## src/common/lbbi_pkg.sv

```systemverilog
// Shared constants and types for the local-to-backplane bridge
package lbbi_pkg;
  localparam int CLK_NS = 40;
  localparam int MASTER_NS = 100;
  localparam int PHASE_CYC = (MASTER_NS + CLK_NS - 1) / CLK_NS;
  localparam int TIMEOUT_NS = 15000;
  localparam int TIMEOUT_CYC = (TIMEOUT_NS + CLK_NS - 1) / CLK_NS;
  localparam logic [1:0] PH_ACK = 2'h1;
  localparam logic [15:0] STATUS_ADDR = 16'hfc24;
  localparam int ST_BUS_ERR = 0;
  localparam int ST_TICK = 1;
  localparam int ST_INTVL = 2;
  localparam int ST_PWR_FAIL = 4;
  localparam int ST_PRINT_SEL = 5;
  localparam int ST_IRQ_EN = 6;
  localparam int ST_INIT = 7;
  localparam logic [7:0] STATUS_RESET = 8'h00;
  localparam logic [15:0] VEC_BUS_ERR = 16'h0002;
  localparam logic [15:0] VEC_PWR_FAIL = 16'h0006;
  localparam logic [15:0] VEC_DMA = 16'h000a;
  localparam logic [15:0] VEC_TX_RDY = 16'h000e;
  localparam logic [15:0] VEC_RX_DATA = 16'h0012;
  localparam logic [15:0] VEC_PRINT = 16'h0016;
  localparam logic [15:0] VEC_TICK = 16'h001a;
  localparam logic [15:0] VEC_INTVL = 16'h001e;
  localparam int PIN_W = 7;
  localparam int P_RPLY = 0;
  localparam int P_HALT = 1;
  localparam int P_INIT = 2;
  localparam int P_IRQ = 3;
  localparam int P_DMR = 4;
  localparam int P_DCOK = 5;
  localparam int P_POK = 6;
  // Supply-good pins idle high, so their sync stages reset high
  localparam logic [PIN_W-1:0] PIN_IDLE = 7'h60;

  typedef enum logic [1:0] {
    ACK_IDLE = 2'b00,
    ACK_SYNC = 2'b01,
    ACK_DIN = 2'b10,
    ACK_DONE = 2'b11
  } lbbi_ack_e;

  // One bit per backplane control pin; high means pin pulled low
  typedef struct packed {
    logic bsync;
    logic bdin;
    logic bdout;
    logic bwtbt;
    logic bbs7;
    logic biako;
    logic bdmgo;
  } lbbi_bp_ctl_s;

  // On-board requests, highest priority in the top bit
  typedef struct packed {
    logic bus_err;
    logic pwr_fail;
    logic dma;
    logic tx_rdy;
    logic rx_data;
    logic print;
    logic tick;
    logic intvl;
  } lbbi_onb_s;
endpackage : lbbi_pkg

```

## src/logic/lbbi_bridge.sv

```systemverilog
// Local bus to backplane bridge with interrupt, DMA and timeout glue
// Functional notes
// - Enabled level-0 request starts acknowledge sequence
// - int_ack and sync rise phase 2, held
// - Only level-0 request can start interrupts
// - Acknowledge clears the interrupt enable bit
// - On-board sources outrank all backplane sources
// - Fixed on-board priorities and vectors
// - Power fail sets flag, interrupts at 6
// - Power return resets, boots monitor ROM
// - Power return restores timer and baud rates
// - Sync over 15 us sets error, replies
// - Bus error interrupts through vector 2
// - Processor word address doubled onto backplane
// - DMA byte addresses pass unshifted
// - Local strobes drive backplane; reply returns
// - Halt stops run; init resets processor
// - Processor I/O page address asserts bbs7
// - Bus timing from 10 MHz master rate
// - Backplane request ORed into level 0
// - On-board requester blocks acknowledge chain
// - Backplane DMA request ORed with on-board
// - On-board DMA requester blocks grant chain
// - Bus error flag cleared by writing one
// - Disabled error, power, tick and interval interrupts stay latched until enabled
// - Status byte at word address fc24
module lbbi_bridge (
  input wire logic clk,
  input wire logic resetn,
  input wire logic cpu_sync,
  input wire logic cpu_din,
  input wire logic cpu_dout,
  input wire logic cpu_wtbt,
  input wire logic cpu_addr_valid,
  input wire logic [15:0] local_addr_data,
  input wire logic dma_master,
  input wire logic dma_grant_chain,
  input wire logic onb_dma_req,
  input wire logic onb_dma_irq,
  input wire logic tx_rdy_irq,
  input wire logic rx_data_irq,
  input wire logic print_irq,
  input wire logic tick_event,
  input wire logic intvl_event,
  input wire logic init_strap,
  input wire logic brply_n,
  input wire logic bhalt_n,
  input wire logic binit_n,
  input wire logic birq_n,
  input wire logic bdmr_n,
  input wire logic bdcok,
  input wire logic bpok,
  input wire logic [21:0] bdal_in,
  output logic [21:0] bdal_out,
  output logic bdal_oe,
  output lbbi_pkg::lbbi_bp_ctl_s bp_ctl_out,
  output lbbi_pkg::lbbi_bp_ctl_s bp_ctl_oe,
  output logic local_sync,
  output logic read_strobe,
  output logic local_reply,
  output logic [15:0] local_data_in,
  output logic int_ack,
  output logic irq_level0,
  output logic dma_request,
  output logic run_enable,
  output logic cpu_reset,
  output logic cpu_busy,
  output logic vec_valid,
  output logic [15:0] vec,
  output logic print_sel,
  output logic rate_restore,
  output logic boot_monitor
);
  import lbbi_pkg::*;

  function automatic logic [15:0] prio_vec(input lbbi_onb_s r);
    logic [15:0] v;
    v = VEC_INTVL;
    if (r.tick) v = VEC_TICK;
    if (r.print) v = VEC_PRINT;
    if (r.rx_data) v = VEC_RX_DATA;
    if (r.tx_rdy) v = VEC_TX_RDY;
    if (r.dma) v = VEC_DMA;
    if (r.pwr_fail) v = VEC_PWR_FAIL;
    if (r.bus_err) v = VEC_BUS_ERR;
    return v;
  endfunction : prio_vec

  // Pin synchronisers; a change counts once stages two and three agree
  logic [PIN_W-1:0] pin_raw;
  logic [PIN_W-1:0] s1_reg, s2_reg, s3_reg, filt_reg, filt_next;
  logic [21:0] d1_reg, d2_reg, d3_reg;
  assign pin_raw = {bpok, bdcok, ~bdmr_n, ~birq_n, ~binit_n, ~bhalt_n,
                    ~brply_n};

  always_comb begin
    filt_next = (s2_reg & s3_reg) | (filt_reg & (s2_reg | s3_reg));
  end

  always_ff @(posedge clk or negedge resetn) begin
    if (!resetn) begin
      // Idle levels here avoid a false power return after reset
      s1_reg <= PIN_IDLE;
      s2_reg <= PIN_IDLE;
      s3_reg <= PIN_IDLE;
      filt_reg <= PIN_IDLE;
      d1_reg <= '0;
      d2_reg <= '0;
      d3_reg <= '0;
    end else begin
      s1_reg <= pin_raw;
      s2_reg <= s1_reg;
      s3_reg <= s2_reg;
      filt_reg <= filt_next;
      d1_reg <= bdal_in;
      d2_reg <= d1_reg;
      d3_reg <= d2_reg;
    end
  end

  // Master-rate phase generator; 25 MHz cannot divide to 10 MHz exactly
  logic [1:0] ph_cnt_reg, ph_cnt_next, phase_reg, phase_next;
  logic ph_tick;
  always_comb begin
    ph_tick = (ph_cnt_reg == 2'(PHASE_CYC - 1));
    ph_cnt_next = ph_tick ? 2'h0 : ph_cnt_reg + 2'h1;
    phase_next = ph_tick ? phase_reg + 2'h1 : phase_reg;
  end

  always_ff @(posedge clk or negedge resetn) begin
    if (!resetn) begin
      ph_cnt_reg <= 2'h0;
      phase_reg <= 2'h0;
    end else begin
      ph_cnt_reg <= ph_cnt_next;
      phase_reg <= phase_next;
    end
  end

  // Status byte, sync timeout and acknowledge sequencer
  lbbi_ack_e ack_reg, ack_next;
  logic [7:0] st_reg, st_next;
  logic [8:0] to_cnt_reg, to_cnt_next;
  logic to_fired_reg, to_fired_next;
  logic sel_reg, sel_next, wr_done_reg, wr_done_next;
  logic ack_local_reg, ack_local_next;
  logic pok_d_reg, vec_valid_next;
  logic [15:0] vec_next;
  logic sync_eff, din_eff, to_fire, st_wr, pwr_down, pwr_up, onb_any;
  logic onb_reply, bp_reply, ack_reply;
  lbbi_onb_s onb;

  always_comb begin
    onb = '{bus_err: st_reg[ST_BUS_ERR], pwr_fail: st_reg[ST_PWR_FAIL],
            dma: onb_dma_irq, tx_rdy: tx_rdy_irq, rx_data: rx_data_irq,
            print: print_irq, tick: st_reg[ST_TICK],
            intvl: st_reg[ST_INTVL]};
    onb_any = |onb;
    sync_eff = cpu_sync | (ack_reg != ACK_IDLE && ack_reg != ACK_DONE);
    din_eff = cpu_din | (ack_reg == ACK_DIN);
    pwr_down = pok_d_reg & ~filt_reg[P_POK];
    pwr_up = ~pok_d_reg & filt_reg[P_POK] & filt_reg[P_DCOK];
    // Counter clears whenever sync is low, so each cycle is timed alone
    to_cnt_next = to_cnt_reg;
    to_fired_next = to_fired_reg;
    to_fire = 1'b0;
    if (!sync_eff) begin
      to_cnt_next = 9'h000;
      to_fired_next = 1'b0;
    end else if (!to_fired_reg) begin
      if (to_cnt_reg == 9'(TIMEOUT_CYC - 1)) begin
        to_fire = 1'b1;
        to_fired_next = 1'b1;
      end else begin
        to_cnt_next = to_cnt_reg + 9'h001;
      end
    end
    sel_next = sel_reg;
    if (cpu_addr_valid) begin
      sel_next = (local_addr_data == STATUS_ADDR) && !dma_master;
    end else if (!cpu_sync) begin
      sel_next = 1'b0;
    end
    st_wr = sel_reg & cpu_dout & ~wr_done_reg;
    wr_done_next = sel_reg & cpu_dout;
    st_next = st_reg;
    if (st_wr) begin
      // A store loads only the print-select and enable bits; flag bits clear only on a written one
      st_next[ST_BUS_ERR] = st_reg[ST_BUS_ERR] &
                            ~local_addr_data[ST_BUS_ERR];
      st_next[ST_TICK] = st_reg[ST_TICK] & ~local_addr_data[ST_TICK];
      st_next[ST_INTVL] = st_reg[ST_INTVL] & ~local_addr_data[ST_INTVL];
      st_next[ST_PWR_FAIL] = st_reg[ST_PWR_FAIL] &
                             ~local_addr_data[ST_PWR_FAIL];
      st_next[ST_PRINT_SEL] = local_addr_data[ST_PRINT_SEL];
      st_next[ST_IRQ_EN] = local_addr_data[ST_IRQ_EN];
    end
    // Sets follow the clear so a same-cycle event is kept
    if (to_fire || (st_wr && local_addr_data[ST_INIT])) begin
      st_next[ST_BUS_ERR] = 1'b1;
    end
    if (pwr_down) st_next[ST_PWR_FAIL] = 1'b1;
    if (tick_event) st_next[ST_TICK] = 1'b1;
    if (intvl_event) st_next[ST_INTVL] = 1'b1;
    onb_reply = sel_reg & (cpu_din | cpu_dout);
    bp_reply = filt_reg[P_RPLY];
    ack_reply = ack_local_reg | bp_reply;
    ack_next = ack_reg;
    ack_local_next = ack_local_reg;
    vec_valid_next = 1'b0;
    vec_next = vec;
    unique case (ack_reg)
      ACK_IDLE: begin
        // Level 0 only; enable gates taking, status flags stay latched
        if (irq_level0 && st_reg[ST_IRQ_EN] && !cpu_sync &&
            !cpu_addr_valid && !dma_grant_chain && ph_tick &&
            phase_reg == PH_ACK) begin
          ack_next = ACK_SYNC;
          ack_local_next = onb_any;
          st_next[ST_IRQ_EN] = 1'b0;
        end
      end
      ACK_SYNC: begin
        if (ph_tick) ack_next = ACK_DIN;
      end
      ACK_DIN: begin
        if (ack_reply) begin
          vec_next = ack_local_reg ? prio_vec(onb) : d3_reg[15:0];
          vec_valid_next = 1'b1;
          ack_next = ACK_DONE;
        end else if (to_fired_reg) begin
          ack_next = ACK_DONE;
        end
      end
      ACK_DONE: begin
        if (!bp_reply) begin
          ack_next = ACK_IDLE;
          ack_local_next = 1'b0;
        end
      end
    endcase
  end

  always_ff @(posedge clk or negedge resetn) begin
    if (!resetn) begin
      ack_reg <= ACK_IDLE;
      st_reg <= STATUS_RESET;
      to_cnt_reg <= 9'h000;
      to_fired_reg <= 1'b0;
      sel_reg <= 1'b0;
      wr_done_reg <= 1'b0;
      ack_local_reg <= 1'b0;
      pok_d_reg <= 1'b1;
      vec_valid <= 1'b0;
      vec <= 16'h0000;
    end else begin
      ack_reg <= ack_next;
      st_reg <= st_next;
      to_cnt_reg <= to_cnt_next;
      to_fired_reg <= to_fired_next;
      sel_reg <= sel_next;
      wr_done_reg <= wr_done_next;
      ack_local_reg <= ack_local_next;
      pok_d_reg <= filt_reg[P_POK];
      vec_valid <= vec_valid_next;
      vec <= vec_next;
    end
  end

  // Output stage; every port leaves from a flop, one cycle behind
  logic [21:0] bp_addr;
  logic [15:0] rd_data;
  logic local_only;
  lbbi_bp_ctl_s ctl_next;
  always_comb begin
    bp_addr = dma_master ? {6'h00, local_addr_data}
                         : {5'h00, local_addr_data, 1'b0};
    local_only = sel_reg | ack_local_reg;
    ctl_next.bsync = sync_eff & ~local_only;
    ctl_next.bdin = din_eff & ~local_only;
    ctl_next.bdout = cpu_dout & ~sel_reg;
    ctl_next.bwtbt = cpu_wtbt & ~sel_reg;
    ctl_next.bbs7 = cpu_addr_valid & (&bp_addr[16:13]);
    ctl_next.biako = int_ack & ~onb_any;
    ctl_next.bdmgo = dma_grant_chain & ~onb_dma_req;
    rd_data = d3_reg[15:0];
    if (sel_reg) begin
      rd_data = {8'h00, init_strap, st_reg[ST_IRQ_EN], 1'b0,
                 st_reg[ST_PWR_FAIL], 1'b0, st_reg[ST_INTVL:ST_BUS_ERR]};
    end
  end

  always_ff @(posedge clk or negedge resetn) begin
    if (!resetn) begin
      bdal_out <= '0;
      bdal_oe <= 1'b0;
      bp_ctl_out <= '0;
      bp_ctl_oe <= '0;
      local_sync <= 1'b0;
      read_strobe <= 1'b0;
      local_reply <= 1'b0;
      local_data_in <= 16'h0000;
      int_ack <= 1'b0;
      irq_level0 <= 1'b0;
      dma_request <= 1'b0;
      run_enable <= 1'b0;
      cpu_reset <= 1'b1;
      cpu_busy <= 1'b0;
      print_sel <= 1'b0;
      rate_restore <= 1'b0;
      boot_monitor <= 1'b0;
    end else begin
      bdal_out <= cpu_addr_valid ? bp_addr : {6'h00, local_addr_data};
      bdal_oe <= (cpu_addr_valid | cpu_dout) & ~sel_reg;
      bp_ctl_out <= '0;
      bp_ctl_oe <= ctl_next;
      local_sync <= sync_eff;
      read_strobe <= din_eff;
      local_reply <= onb_reply | (bp_reply & ~local_only) |
                     (to_fired_reg & sync_eff) |
                     (ack_reg == ACK_DIN && ack_local_reg);
      local_data_in <= rd_data;
      // Same state as local_sync, so both rise on one edge
      int_ack <= (ack_reg == ACK_SYNC) || (ack_reg == ACK_DIN);
      irq_level0 <= onb_any | filt_reg[P_IRQ];
      dma_request <= onb_dma_req | filt_reg[P_DMR];
      run_enable <= ~filt_reg[P_HALT];
      cpu_reset <= filt_reg[P_INIT] | pwr_up;
      cpu_busy <= ack_next != ACK_IDLE;
      print_sel <= st_reg[ST_PRINT_SEL];
      rate_restore <= pwr_up;
      boot_monitor <= pwr_up;
    end
  end
endmodule : lbbi_bridge

```

## config.mk

```make
export PLATFORM = sky130hd
export DESIGN_NAME = lbbi_bridge
export DESIGN_NICKNAME = d
export VERILOG_FILES = /design/src/common/lbbi_pkg.sv /design/src/logic/lbbi_bridge.sv
export SDC_FILE = /design/constraint.sdc
export NUM_CORES = 1
export LEC_CHECK = 0
export ABC_AREA = 1
export BUFFER_PORTS_ARGS = -buffer_cell sky130_fd_sc_hd__buf_2
export CORE_MARGIN = 2
export CORE_UTILIZATION = 30
export DETAILED_ROUTE_END_ITERATION = 6
export MAX_ROUTING_LAYER = met4
export PLACE_DENSITY = 0.54
export REMOVE_ABC_BUFFERS = 1
export SLEW_MARGIN = 20
export SYNTH_ARGS = -nofsm -noshare
export SYNTH_HDL_FRONTEND = slang
export SYNTH_SLANG_ARGS = --single-unit
```

## constraint.sdc

```tcl
create_clock -name clk -period 3.85 [get_ports clk]
set_clock_uncertainty 0.05 [all_clocks]
set_input_delay 0.385 -clock clk [delete_from_list [all_inputs] [get_ports clk]]
set_output_delay 0.385 -clock clk [all_outputs]
set_load 0.02 [all_outputs]
```

==> impl_metrics.yaml <==
run_status:
  outcome: "finished clean"
power_and_ir_drop:
  ir_worst_vdd_v: 0.0002956
  p_per_area_nw_per_um2: 620.8
  p_leak_nw: 3.845
worst_setup_path:
  worstPathMaxFanout: 15
  crit_path_frequent_cell: "nand2_1"
  critPathLaunchType: "flip-flop"
  max_stage_delay_ns: 0.37
  end_kind: "flip-flop"
  cp_data_arrival_time_ns: 2.14
  required_ns: 4.11
  cp_slowest_cell: "dfrtp_1"
  criticalPathCategory: "reg2reg"
  crit_chain: "inv_1 -> ha_1 -> nand2_1 -> nand2_2 -> inv_2 -> nand3_1 -> nand3_1 -> nand2_1 -> inv_1 -> nand2_1"
sta:
  max_slew_margin: 0.3859
  clock.fmax_mhz: 530.5
  rsz0062_at_grt: "false"
  period_share: 0.4896
  tightestPinTransition_ns: 0.9202
  drv_slew: 0
  finalSetupTns_ns: 0
  finalSetupViolations: 0
  period_needed_ns: 1.885
  hold_viol_final: 0
layout:
  regMostFlops: "bdal_out"
  area_delta_synth_final_pct: 27.64
  layout-drive-gt1-share: 0.2601
  largest_reg_flops: 17
  design_area_sq_um: 7667
  nNetsFinal: 754
drt:
  avgRoutedWirePerCell_um: 12.56
  num_vias: 3876
  dr.pass1.iters: 4
  viasPerCell: 4.029
  routed_wl_um: 12090
  antenna_left: 0
  post-route-drc-count: 0
  drt-initial-drc-count: 231
yosys:
  syn_avg_cell_area_sq_um: 11.36
  synth_top_area_cell: "dfrtp_1"
  synth-adder-area-share: 0.02833
  synth_seq_cells: 171
  postSynth.topFlopCell: "dfrtp_1"
  synth_top_family_by_area: "simple AND/OR/NAND/NOR gates"
  syn_area_sq_um: 6007
  yosysSeqAreaShare: 0.7144
  synth.area.mux_share: 0
  synth-edff-count: 0
  ys_warn_count: 0
  synth_most_common_cell: "dfrtp_1"
  synth_top_area_share: 0.6707
  postSynthCellCount: 529
  synthTopCellsByArea: "dfrtp_1 67%, nand2_1 6.6%, inv_1 4.4%"
  synth.distinct_cells: 32
  synthSimpleGateAreaFrac: 0.1271
  synth_compound_area_frac: 0.05499
  async_flop_share: 1.000
  synth_xor_area_frac: 0.005832
  synthTopCellsByCount: "161 x dfrtp_1, 106 x nand2_1, 71 x inv_1"
global_route:
  grt_max_degree: 99
  grt_pass1_vias: 3836
  grt_pass1_wl_um: 19970
  met3_usage: 0.04107
  antenna_found_initial: 1
  grt_busiest_layer: "met2"
  gr-usage-met2: 0.1822
  use_met1: 0.1622
  grt-ovfl-total: 0
  grt.total_usage: 0.1257
clock_tree:
  numClockSinks: 171
  htreeDepth: 4
  clk_path_buf_depth: 2
  clk_latency_ns: 0.42
  cts_tree: "built"
  cts_buffers: 17
  cts_root_buf: "clkbuf_16"
  path_clk_slew_ns: 0.07
placement:
  post_dp_cell_area_sq_um: 6904
  gp_congestion: 0.7772
  hpwlAfterDp_um: 8233
  numPortBuffers: 125
die:
  start_util: 0.3076
  die_h_um: 145.5
  rows: 51
  die-width_um: 145.5
  dieArea_sq_um: 21170
  io_pins: 144
  core_area_sq_um: 19530
hold_path:
  hold_path.class: "in2async"
run:
  cap_violations: 0
## final timing paths
kind	start	to	slack [ns]	cells after the start
setup / recovery	ack_reg[0]	cpu_busy	1.97	10
hold / removal	resetn	s2_reg[0]	0.01	1
setup reg to reg	ack_reg[0]	cpu_busy	1.97	10
hold reg to reg	s1_reg[2]	s2_reg[2]	0.30	0
max in group asynchronous	resetn	filt_reg[6]	2.82	2
min in group clk	brply_n	s1_reg[0]	0.04	2
## cell type report
cell class                      instances  area (sq um)
Sequential cell                       171          4292
Multi-Input combinational cell        275          1344
Antenna cell                            1         2.502
Timing Repair Buffer                  145         839.6
Clock inverter                         12         127.6
Fill cell                            1936         11860
Clock buffer                           19         452.9
Tap cell                              265         331.6
Inverter                               74         277.8
## placed cells by master, fill, tap and decap left out, types with 8 or more instances in the layout
master         instances
ha_1                   8
dfrtp_1              161
conb_1                12
dfstp_2               10
nor2_1                36
clkbuf_16             17
o21ai_0               41
o21ai_1               10
nand3_1               20
nand2_1              106
dlygate4sd3_1         18
buf_2                124
inv_1                 71
## where the power goes
part | internal [mW] | switching [mW] | total (mW)
combinational | 0.307 | 0.623 | 0.929
clock | 0.940 | 0.732 | 1.67
sequential | 2.03 | 0.125 | 2.16
## metrics by stage
stage / power [mW] / setup slack [ns] / util / instances / hold slack [ns]
2_1_floorplan: 2.748 / 2.311 / - / 520 / 0.03941
6_report: 4.760 / 1.965 / 0.3927 / 962 / 0.01107
4_1_cts: 4.842 / 1.964 / 0.3925 / 961 / 0.01496
5_1_grt: 5.056 / 1.801 / 0.3927 / 962 / 0.02488
3_3_place_gp: 3.112 / 1.936 / 0.3536 / 912 / 0.2811
3_5_place_dp: 3.126 / 1.921 / 0.3536 / 912 / 0.2847
## kinds of logic (layout without fill, tap and decap cells)
family          count (synthesis)  after routing
compound gates                 63             63
xor+xnor                        4              4
fa+ha+maj                      15             15
buf+inv                        94            250
flops                         171            171
other cells                     1             13
simple gates                  181            181
## critical path, delay by kind of cell (launching register included)
kind / cells / cell delay, ns
DFF: 1 / 0.37
and+or+nand+nor: 6 / 0.65
buffers and inverters: 3 / 0.43
adders and majority gates: 1 / 0.27
## repair_timing
action / 4_1_cts / 5_1_grt
resized for setup: 0 / 0
endpoints found under the hold margin: 18 / 0
hold buffers: 18 / 0
buffers inserted: 0 / 0
## per-layer routing
metal,vias to the layer above,share of wire
li1,1934,-
met1,1814,0.48
met2,110,0.44
met3,18,0.059
met4,0,0.023
met5,-,0
(Power assumes the default switching activity.)
